[config.mk]
export PLATFORM = sky130hd
export DESIGN_NAME = pcb_port
export DESIGN_NICKNAME = d
export VERILOG_FILES = /design/src/design/pcb_pkg.sv /design/src/design/pcb_lane_mem.sv /design/src/design/pcb_port.sv
export SDC_FILE = /design/constraint.sdc
export NUM_CORES = 1
export LEC_CHECK = 0
export BUFFER_PORTS_ARGS = -buffer_cell sky130_fd_sc_hd__buf_2
export CAP_MARGIN = 20
export CORE_MARGIN = 3
export CORE_UTILIZATION = 35
export CTS_BUF_LIST = sky130_fd_sc_hd__clkbuf_2 sky130_fd_sc_hd__clkbuf_4 sky130_fd_sc_hd__clkbuf_8
export DETAILED_ROUTE_END_ITERATION = 6
export PLACE_DENSITY = 0.51
export SETUP_SLACK_MARGIN = 0.05
export SLEW_MARGIN = 20
export SYNTH_ARGS = -nofsm -noshare
export SYNTH_HDL_FRONTEND = slang
export SYNTH_HIERARCHICAL = 1
export SYNTH_SLANG_ARGS = --single-unit
[constraint.sdc]
create_clock -name clock -period 4.18 [get_ports clock]
set_clock_uncertainty 0.1 [all_clocks]
set_input_delay 0.418 -clock clock [delete_from_list [all_inputs] [get_ports clock]]
set_output_delay 0.418 -clock clock [all_outputs]
set_load 0.05 [all_outputs]
[src/design/pcb_pkg.sv]
package pcb_pkg;

	localparam int ADDR_W = 11;
	localparam int DATA_W = 16;
	localparam int MEM_ADDR_W = 4;
	localparam int MEM_WORDS = 16;

	// attribute register block; all three registers sit from this base
	localparam logic [10:0] ATTR_BASE_ADDR = 11'h200;
	localparam logic [10:0] STATUS_INDEX = 11'h002;
	localparam logic [10:0] PIN_SUB_INDEX = 11'h004;
	localparam logic [10:0] SOCKET_INDEX = 11'h006;

	localparam int READY_FLAG_BIT = 5;
	localparam int WP_FLAG_BIT = 4;
	localparam int READY_MASK_BIT = 1;
	localparam int READY_LIVE_BIT = 1;
	localparam int CHANGED_BIT = 7;
	localparam logic [7:0] PIN_SUB_FIXED = 8'h0C;
	localparam logic FLAG_RESET = 1'b0;

	typedef struct packed {
		logic attrSel_n;
		logic highLaneEnable_n;
		logic lowLaneEnable_n;
		logic ioReadStrobe_n;
		logic ioWriteStrobe_n;
		logic memReadStrobe_n;
		logic memWriteStrobe_n;
	} pcb_pins_type;

	localparam pcb_pins_type PINS_IDLE = 7'h7F;

	typedef enum logic [3:0] {
		LANE_IDLE = 4'h1,
		LANE_LOW = 4'h2,
		LANE_HIGH = 4'h4,
		LANE_WORD = 4'h8
	} pcb_lane_type;

	typedef enum logic [6:0] {
		CYC_NONE = 7'h01,
		CYC_IO_RD = 7'h02,
		CYC_IO_WR = 7'h04,
		CYC_MEM_RD = 7'h08,
		CYC_MEM_WR = 7'h10,
		CYC_ATTR_RD = 7'h20,
		CYC_ATTR_WR = 7'h40
	} pcb_cycle_type;

	typedef struct packed {
		pcb_pins_type pinMeta;
		pcb_pins_type pinSync;
		pcb_pins_type pinPrev;
		logic [10:0] addrMeta;
		logic [10:0] addrSync;
		logic [10:0] addrPrev;
		logic [15:0] dataMeta;
		logic [15:0] dataSync;
		logic [15:0] dataPrev;
		logic primed;
		logic readyPrev;
		logic wpPrev;
		logic readyFlag;
		logic wpFlag;
		logic [15:0] dataOut;
		logic lowLaneOe;
		logic highLaneOe;
		logic ioWordCapable_n;
	} pcb_state_type;

endpackage : pcb_pkg

[src/design/pcb_lane_mem.sv]
`timescale 1ns/100ps
`default_nettype none
module pcb_lane_mem (
	input wire logic clock,
	input wire logic writeEnable,
	input wire logic [1:0] byteEnable,
	input wire logic [pcb_pkg::MEM_ADDR_W-1:0] writeAddr,
	input wire logic [pcb_pkg::DATA_W-1:0] writeData,
	input wire logic [pcb_pkg::MEM_ADDR_W-1:0] readAddr,
	output var logic [pcb_pkg::DATA_W-1:0] readData
);
	import pcb_pkg::*;

	logic [DATA_W-1:0] words [MEM_WORDS];

	// each byte lane has its own write enable so byte cycles leave the
	// other half of the word untouched
	for (genvar lane = 0; lane < 2; lane++) begin : g_lane
		always_ff @(posedge clock) begin
			if (writeEnable && byteEnable[lane]) begin
				words[writeAddr][lane*8 +: 8] <= writeData[lane*8 +: 8];
			end
		end
	end

	always_ff @(posedge clock) begin
		readData <= words[readAddr];
	end

endmodule : pcb_lane_mem
`default_nettype wire

[src/design/pcb_port.sv]
`timescale 1ns/100ps
`default_nettype none
module pcb_port (
	input wire logic clock,
	input wire logic rst,
	input wire pcb_pkg::pcb_pins_type pins,
	input wire logic [pcb_pkg::ADDR_W-1:0] addr,
	input wire logic [pcb_pkg::DATA_W-1:0] dataIn,
	input wire logic readyBusy,
	input wire logic writeProtect,
	output var logic [pcb_pkg::DATA_W-1:0] dataOut,
	output var logic lowLaneOe,
	output var logic highLaneOe,
	output var logic ioWordCapable_n,
	output var logic readyChangeFlag,
	output var logic wpChangeFlag
);
	import pcb_pkg::*;

	pcb_state_type state;
	pcb_state_type next_state;
	logic [DATA_W-1:0] memReadData;
	logic memWrite;
	logic [1:0] memByteEnable;
	logic [DATA_W-1:0] memWriteData;
	pcb_cycle_type prevCycle;
	pcb_cycle_type syncCycle;
	pcb_lane_type prevLane;
	logic writeEnded;
	logic readyToggle;
	logic wpToggle;
	logic [7:0] pinSubRead;
	logic [7:0] statusRead;

	////////////////////////////////////////////////////////////////////////
	// decoding helpers

	// lanes in use; both enables high is standby
	function automatic pcb_lane_type laneOf(input pcb_pins_type p);
		pcb_lane_type lane;
		lane = LANE_IDLE;
		if (!p.lowLaneEnable_n && !p.highLaneEnable_n) begin
			lane = LANE_WORD;
		end else if (!p.lowLaneEnable_n) begin
			lane = LANE_LOW;
		end else if (!p.highLaneEnable_n) begin
			lane = LANE_HIGH;
		end
		return lane;
	endfunction : laneOf

	function automatic pcb_cycle_type cycleOf(input pcb_pins_type p);
		pcb_cycle_type cyc;
		cyc = CYC_NONE;
		if (laneOf(p) == LANE_IDLE) begin
			cyc = CYC_NONE;
		end else if (p.attrSel_n) begin
			// io strobes are not looked at here
			if (!p.memReadStrobe_n) begin
				cyc = CYC_MEM_RD;
			end else if (!p.memWriteStrobe_n) begin
				cyc = CYC_MEM_WR;
			end
		end else if (!p.ioReadStrobe_n) begin
			cyc = CYC_IO_RD;
		end else if (!p.ioWriteStrobe_n) begin
			cyc = CYC_IO_WR;
		end else if (!p.memReadStrobe_n) begin
			cyc = CYC_ATTR_RD;
		end else if (!p.memWriteStrobe_n) begin
			cyc = CYC_ATTR_WR;
		end
		return cyc;
	endfunction : cycleOf

	function automatic logic isWrite(input pcb_cycle_type c);
		return (c == CYC_IO_WR) || (c == CYC_MEM_WR) || (c == CYC_ATTR_WR);
	endfunction : isWrite

	////////////////////////////////////////////////////////////////////////
	// storage behind the I/O and common memory windows

	pcb_lane_mem u_mem (
		.clock(clock),
		.writeEnable(memWrite),
		.byteEnable(memByteEnable),
		.writeAddr(state.addrPrev[MEM_ADDR_W:1]),
		.writeData(memWriteData),
		.readAddr(state.addrSync[MEM_ADDR_W:1]),
		.readData(memReadData)
	);

	////////////////////////////////////////////////////////////////////////
	// next state

	always_comb begin
		next_state = state;
		prevCycle = cycleOf(state.pinPrev);
		syncCycle = cycleOf(state.pinSync);
		prevLane = laneOf(state.pinPrev);
		// a write is acted on when its strobe is seen to end, using the last
		// sample taken while it was still active; settled data, one action
		writeEnded = isWrite(prevCycle) && (syncCycle != prevCycle);

		// pins pass two flops; the third stage is where cycles and lanes are decoded and write ends found
		next_state.pinMeta = pins;
		next_state.pinSync = state.pinMeta;
		next_state.pinPrev = state.pinSync;
		next_state.addrMeta = addr;
		next_state.addrSync = state.addrMeta;
		next_state.addrPrev = state.addrSync;
		next_state.dataMeta = dataIn;
		next_state.dataSync = state.dataMeta;
		next_state.dataPrev = state.dataSync;

		// primed stops a false change right after reset
		next_state.primed = 1'b1;
		next_state.readyPrev = readyBusy;
		next_state.wpPrev = writeProtect;
		readyToggle = state.primed && (readyBusy != state.readyPrev);
		wpToggle = state.primed && (writeProtect != state.wpPrev);
		next_state.readyFlag = state.readyFlag | readyToggle;
		next_state.wpFlag = state.wpFlag | wpToggle;

		pinSubRead = PIN_SUB_FIXED;
		pinSubRead[READY_FLAG_BIT] = state.readyFlag;
		pinSubRead[WP_FLAG_BIT] = state.wpFlag;
		pinSubRead[READY_LIVE_BIT] = state.readyPrev;
		statusRead = 8'h00;
		statusRead[CHANGED_BIT] = state.readyFlag | state.wpFlag;

		// memory write steering
		memWrite = writeEnded &&
			((prevCycle == CYC_IO_WR) || (prevCycle == CYC_MEM_WR));
		memByteEnable = 2'h0;
		memWriteData = state.dataPrev;
		case (prevLane)
			LANE_WORD: begin
				memByteEnable = 2'h3;
			end
			LANE_LOW: begin
				// low lane feeds whichever byte A0 names
				memByteEnable = state.addrPrev[0] ? 2'h2 : 2'h1;
				memWriteData = {state.dataPrev[7:0], state.dataPrev[7:0]};
			end
			LANE_HIGH: begin
				memByteEnable = 2'h2;
				memWriteData = {state.dataPrev[15:8], state.dataPrev[15:8]};
			end
			default: begin
				memByteEnable = 2'h0;
			end
		endcase

		// attribute register writes; only the low lane carries them
		if (writeEnded && (prevCycle == CYC_ATTR_WR)) begin
			if (state.addrPrev == ATTR_BASE_ADDR + PIN_SUB_INDEX) begin
				// bit 0 of the written byte is never looked at
				if (state.dataPrev[READY_MASK_BIT]) begin
					// a change in this same cycle still wins over the clear
					next_state.readyFlag =
						state.dataPrev[READY_FLAG_BIT] | readyToggle;
					next_state.wpFlag =
						state.dataPrev[WP_FLAG_BIT] | wpToggle;
				end
			end else if (state.addrPrev == ATTR_BASE_ADDR + SOCKET_INDEX) begin
				// socket and drive fields kept nowhere: one drive only
				next_state.primed = 1'b1;
			end
		end

		// read drive; data and enables leave the same flop stage
		next_state.dataOut = 16'h0000;
		next_state.lowLaneOe = 1'b0;
		next_state.highLaneOe = 1'b0;
		if ((prevCycle == CYC_IO_RD) || (prevCycle == CYC_MEM_RD)) begin
			case (prevLane)
				LANE_WORD: begin
					next_state.dataOut = memReadData;
					next_state.lowLaneOe = 1'b1;
					next_state.highLaneOe = 1'b1;
				end
				LANE_LOW: begin
					next_state.dataOut[7:0] = state.addrPrev[0] ?
						memReadData[15:8] : memReadData[7:0];
					next_state.lowLaneOe = 1'b1;
				end
				LANE_HIGH: begin
					next_state.dataOut[15:8] = memReadData[15:8];
					next_state.highLaneOe = 1'b1;
				end
				default: begin
					next_state.lowLaneOe = 1'b0;
				end
			endcase
		end else if (prevCycle == CYC_ATTR_RD) begin
			next_state.lowLaneOe = (prevLane != LANE_HIGH);
			if (state.addrPrev == ATTR_BASE_ADDR + PIN_SUB_INDEX) begin
				next_state.dataOut[7:0] = pinSubRead;
			end else if (state.addrPrev == ATTR_BASE_ADDR + STATUS_INDEX) begin
				next_state.dataOut[7:0] = statusRead;
			end else if (state.addrPrev == ATTR_BASE_ADDR + SOCKET_INDEX) begin
				next_state.dataOut[7:0] = 8'h00;
			end else begin
				next_state.dataOut[7:0] = 8'h00;
			end
		end

		// every decoded io address answers to both widths
		next_state.ioWordCapable_n = !(!state.pinSync.attrSel_n &&
			(laneOf(state.pinSync) != LANE_IDLE));

		if (rst) begin
			next_state = '0;
			next_state.pinMeta = PINS_IDLE;
			next_state.pinSync = PINS_IDLE;
			next_state.pinPrev = PINS_IDLE;
			next_state.readyFlag = FLAG_RESET;
			next_state.wpFlag = FLAG_RESET;
			next_state.ioWordCapable_n = 1'b1;
		end
	end

	always_ff @(posedge clock) begin
		state <= next_state;
	end

	////////////////////////////////////////////////////////////////////////
	// outputs straight from the state flops

	always_comb begin
		dataOut = state.dataOut;
		lowLaneOe = state.lowLaneOe;
		highLaneOe = state.highLaneOe;
		ioWordCapable_n = state.ioWordCapable_n;
		readyChangeFlag = state.readyFlag;
		wpChangeFlag = state.wpFlag;
	end

endmodule : pcb_port
`default_nettype wire
Word-level counts from Yosys, hierarchy flattened
Memories as Yosys holds them, arrays and structs flattened. A register that Yosys moved wholly into a read port is not among the register bits.
Index checks and enable logic that the tools add are counted.
W data, S select, Z words.
- $add $sub $neg: 0
- multiply operators: 0
- divide/modulo/power cells: 0
- magnitude comparators: 0
- eq/ne operators: 18
- shift-type cells: 0
- multiplexer cells: 44
- bitwise gates (word level): 7
- reduce and logical (&&, ||, !) cells: 23
- operators with widths (operator ; count):
    $mux W7 ; 12
    $mux W8 ; 5
    $pmux W16 S2 ; 1
    $mux W24 ; 1
    $eq A11 B10 Y1 const B ; 2
    $mux W5 ; 4
    $mux W9 ; 2
    $pmux W8 S2 ; 1
    $mux W3 ; 4
    $logic_and A1 B1 Y1 ; 10
    $eq A4 B1 Y1 const B ; 2
    $mux W2 ; 4
    $mux W4 ; 2
    $eq A7 B2 Y1 const B ; 1
    $eq A7 B3 Y1 const B ; 1
    $eq A7 B4 Y1 const B ; 1
    $eq A7 B5 Y1 const B ; 1
    $eq A7 B6 Y1 const B ; 1
    $eq A7 B7 Y1 const B ; 1
    $mux W1 ; 7
    $ne A7 B7 Y1 ; 1
    $logic_not A1 Y1 ; 6
    $pmux W2 S3 ; 1
    $reduce_or A2 Y1 ; 3
    10 further kinds ; 18
- register bits after elaboration: 126
- latch bits: 0
- memory bits (writable): 256
- bits in read-only memories: 0
- input port bits: 38
- output and inout port bits: 21
- word-level logic and storage cells: 130
- memories: 1
- memory list (memory ; depth ; bits a word ; read ports ; clocked after Yosys merged registers in ; wr ports ; line ; text):
    u_mem.words ; 16 ; 16 ; 1 ; 1 ; 1 ; pcb_lane_mem.sv:14 ; logic [DATA_W-1:0] words [MEM_WORDS];

Longest topological paths before layout
- word-level depth: 14
- mapped depth: 10
- gate-level depth less buffers: 9

Hierarchy
The synthesis kept the hierarchy.
- modules (own cells, without submodules) (module ; instances ; cells an instance ; area an instance (um2) ; seq. area each (um2)):
    pcb_lane_mem ; 1 ; 460 ; 10178.5 ; 8007.7
    pcb_port ; 1 ; 406 ; 4370.4 ; 2522.4

Worst setup path after synthesis
No wires, ideal clock.
- path kind: reg2reg
- from: register state[109] (netlist bit)
- to: memory u_mem.words[12][0] (enable)
- arrival time: 2.509 ns
- required time: 3.710 ns
- path slack: 1.201 ns
- cell stages (with the launch flop): 11
- buffers on the path: 1
- cell sequence: dfxtp_1 -> ha_1 -> nor3b_1 -> mux2i_1 -> o22ai_1 -> a21o_1 -> and2_1 -> a21oi_1 -> clkbuf_1 -> nand4_1 -> nor2_1
- word-level cells in the longest chain between the ends: 13
- elaborated cells on any way between the ends: 21
- classes of those cells: 8 x eq/ne; 6 x mux; 7 x reduce/logical
- ends and longest elaborated chain (element ; line ; text):
    start: declaration ; pcb_port.sv:20 ; pcb_state_type state;
    start signal: assignment ; pcb_port.sv:225 ; state <= next_state;
    $logic_not A1 Y1 ; -- ;
    $logic_and A1 B1 Y1 ; pcb_port.sv:42 ; if (!p.lowLaneEnable_n && !p.highLaneEnable_n) begin
    $mux W4 (*) ; pcb_port.sv:42 ;
    $eq A4 B1 Y1 (*) ; pcb_port.sv:55 ; if (laneOf(p) == LANE_IDLE) begin
    $mux W7 (*) ; pcb_port.sv:55 ;
    $eq A7 B3 Y1 / $eq A7 B5 Y1 (equally long branches) ; pcb_port.sv:77, pcb_port.sv:134 ;
    $logic_or A1 B1 Y1 ; pcb_port.sv:77, pcb_port.sv:134 ;
    $logic_or A1 B1 Y1 ; pcb_port.sv:77 ; return (c == CYC_IO_WR) || (c == CYC_MEM_WR) || (c == CYC_ATTR_WR);
    $logic_and A1 B1 Y1 ; pcb_port.sv:103 ; writeEnded = isWrite(prevCycle) && (syncCycle != prevCycle);
    $logic_and A1 B1 Y1 (*) ; pcb_port.sv:133 ; memWrite = writeEnded &&
    named net memWrite ; pcb_port.sv:23 ; logic memWrite;
    $logic_and A1 B1 Y1 (*) ; pcb_lane_mem.sv:20 ; if (writeEnable && byteEnable[lane]) begin
    $mux W1 (*) ; pcb_lane_mem.sv:20 ;
    $mux W1 (implied by the code) (*) ; pcb_lane_mem.sv:21 ; words[writeAddr][lane*8 +: 8] <= writeData[lane*8 +: 8];
    end: declaration ; pcb_lane_mem.sv:14 ;
The timed path passes the listed nets; every way through them passes the cells marked *.

Final worst setup path
- from: register state[109] (netlist bit)
- to: memory u_mem.words[10][15] (enable)
Same word-level chain as after synthesis.

==> flow_summary.toml <==
[outcome]
run_status = "finished clean"

[routing]
drc = 0
postRouteAntennaNets = 0
vias_per_cell = 4.92
drt_iter0_drc = 470
vias = 7651
wire_per_inst_microns = 21.4
drt_pass1_iterations = 5
routed_wl_microns = 33300

[min_path]
hold_class = "flip-flop to flip-flop"
whs_path_depth = 1
min_to = "state[117]"
holdCritStartpoint = "state[124]"

[job]
cap_violations = 0

[global_routing]
track_usage_pct = 15.3
grt_start_max_net_pins = 99
overflow = 0
antenna_found_initial = 0
met3_usage_pct = 2.84
grt_pass1_wl_microns = 50300
met1_usage_pct = 21.5
grtUsageMet2_pct = 24.5
grt_pass1_vias = 7836
top_usage_layer = "met2"

[critical_path]
critPathLaunchType = "flip-flop"
timing.rr.end = "u_mem/words[10][15]"
timing.rr.start = "state[109]"
arrival_ns = 3.70
required_ns = 4.32
r2r_cells = 10
worstSetupEndpointType = "flip-flop"
critPathKind = "flip-flop to flip-flop"
crit_fanout = 8
regToRegSetupSlack_ns = 0.63

[place]
gp_congestion = 0.843
numPortBuffers = 58
dp_hpwl_microns = 21300
dp_slack_ns = 0.688

[yosys]
seq_area_frac_synth_pct = 72.4
ys_ff_latch = 398
yosysWarnings = 6
synthFlopType = "edfxtp_1"
yosysTopAreaCellShare_pct = 52.8
synth.distinct_cells = 53
synthTopCellsByArea = "edfxtp_1, dfxtp_1, mux4_2"
synth_area_per_cell_sq_um = 16.8
synth_nets = 909
syn_inst = 866
yosys.area.top_type = "edfxtp_1"
synth-async-reset-ratio_pct = 0
synth-edff-count = 256
synth_area_sq_um = 14500

[floorplanning]
std_cell_rows = 74
die_area_sq_um = 44100
die_w_microns = 210
fp.coreArea_sq_um = 40900
start_util_pct = 35.6
die_y_microns = 210
ios = 59

[sta]
finalSetupViolations = 0
finalMaxSlewViolations = 0
timing.fmax_ghz = 0.281
setup-tns-final_ns = 0
period_needed_ns = 3.55
finalCritPeriodShare_pct = 85.0
worst_pin_slew_ns = 0.895
finalWorstSetupSlack_ns = 0.626
slew_headroom_pct = 40.4
hold_slack_ns = 0.308
hold_violations = 0
rsz0062_at_grt = "false"

[cts]
cts_setup_buffers = 0
worstSkewPairLatency_ns = 0.61
htree_levels = 2
clk_pin_slew_ns = 0.06
cts_root_buf = "clkbuf_8"
cts.repair.resized = 0
cts.sinks = 398
cts_hold_buf = 38
numCtsBuffers = 61
cts_buffer_depth = 3
cts_tree = "yes"

[power]
vdd_drop_max_v = 0.000254
p_leak_nw = 6.31
cellPowerDensity_nw_per_um2 = 460

[final_layout]
multi_input_area_sq_um = 3630
nets = 1014
antenna_cells = 0
drive_above_1_share_pct = 25.7
nFillCells = 3736
seqCellArea_sq_um = 10500
final_core_util_pct = 41.2
area_growth_pct = 16.0
==> cell families (layout without fill, tap and decap cells) <==
| family | after synthesis | after routing | share of synthesized area (%) |
|---|---|---|---|
| mux | 73 | 73 | 10.9 |
| simple gates | 231 | 231 | 8.95 |
| flops | 398 | 398 | 72.4 |
| buf+inv | 68 | 226 | 2.67 |
| fa+ha+maj | 5 | 5 | 0.430 |
| xor+xnor | 3 | 3 | 0.181 |
| compound gates | 88 | 88 | 4.53 |
==> worst max-delay path, cell delays in order (launching register included) <==
cell and delay [ns]:
dfxtp_1 0.34, ha_1 0.29, nor3b_1 0.42, mux2i_1 0.24, o22ai_1 0.09, a21o_1 0.23
and2_1 0.17, a21oi_1 0.18, buf_4 0.26, nand3_1 0.19, nor2_1 0.68
==> area by class of cell <==
| class | instances | share of cell area [%] |
|---|---|---|
| Multi-Input combinational cell | 400 | 21.5 |
| Tap cell | 532 | 3.94 |
| Inverter | 7 | 0.156 |
| Timing Repair Buffer | 103 | 4.37 |
| Clock inverter | 10 | 0.252 |
| Sequential cell | 398 | 62.4 |
| Clock buffer | 106 | 7.31 |
==> through the flow <==
step / cells / area (sq um) / total power (W)
3_3_place_gp: 1402 / 15200 / 0.00457
6_report: 1556 / 16900 / 0.00776
3_5_place_dp: 1402 / 15200 / 0.00458
2_1_floorplan: 866 / 14500 / 0.00448
4_1_cts: 1556 / 16900 / 0.00786
5_1_grt: 1556 / 16900 / 0.00809
==> cell usage in the layout (no fill, tap or decap), drive strengths merged, types with 3 or more instances in the layout <==
master	instances
dlygate4sd3	38
mux4	64
or3	4
nor2b	88
a22o	16
o21bai	3
ha	5
clkbuf	106
edfxtp	256
nor4	4
a21oi	9
nand3	8
or2	21
a22oi	40
nand2	26
buf	65
o21ai	4
nor2	46
a21o	3
mux2	8
clkinv	9
nand2b	7
inv	7
and2	15
xor2	3
dfxtp	142
==> metal layers <==
layer / wire length, microns / up-vias
li1: - / 3479
met1: 15000 / 3846
met2: 16000 / 275
met3: 1710 / 51
met4: 645 / 0
met5: 0 / -
==> report_power, final <==
group / total, W / switching [W] / internal [W]
Combinational: 0.000257 / 0.000132 / 0.000125
Clock: 0.00324 / 0.00141 / 0.00184
Sequential: 0.00426 / 0.0000445 / 0.00421
Total: 0.00776 / 0.00158 / 0.00618
==> Yosys cell counts, types with 2 or more instances <==
cell      instances
a21o_1            3
a21oi_1           9
a22o_1           16
a22oi_1          40
and2_1           15
buf_1             2
buf_2             6
buf_4            20
buf_6             4
clkbuf_1         25
clkbuf_4          2
dfxtp_1         142
edfxtp_1        256
ha_1              5
inv_1             7
mux2_2            8
mux4_1           10
mux4_2           54
nand2_1          26
nand2b_1          7
nand3_1           8
nand3b_1          2
nand4_1           2
nor2_1           46
nor2b_1          88
nor4_1            3
o211a_1           2
o211ai_1          2
o21ai_0           4
o21bai_1          3
o22ai_1           2
or2_2            21
or3_1             4
xor2_1            3
==> flip-flops by register name (all words and copies together), names as in the netlist <==
name,cells
pinSubRead,1
highLaneOe,1
u_mem/words,256
dataOut,16
lowLaneOe,1
wpChangeFlag,1
state,104
ioWordCapable_n,1
u_mem/readData,16
readyChangeFlag,1
==> worst max-delay path by stage <==
stage                           from                  end  slack [ns]  depth (start not counted)
final                     state[109]  u_mem/words[10][15]        0.63                         10
after global placement    state[109]  u_mem/words[12][11]        0.78                         10
after floorplan           state[109]   u_mem/words[12][0]        1.20                         10
after detailed placement  state[109]   u_mem/words[7][14]        0.69                         10
after CTS                 state[109]  u_mem/words[12][12]        0.66                         10
after global routing      state[109]  u_mem/words[12][12]        0.33                         10
No activity file was read; power rests on OpenSTA's default activity.
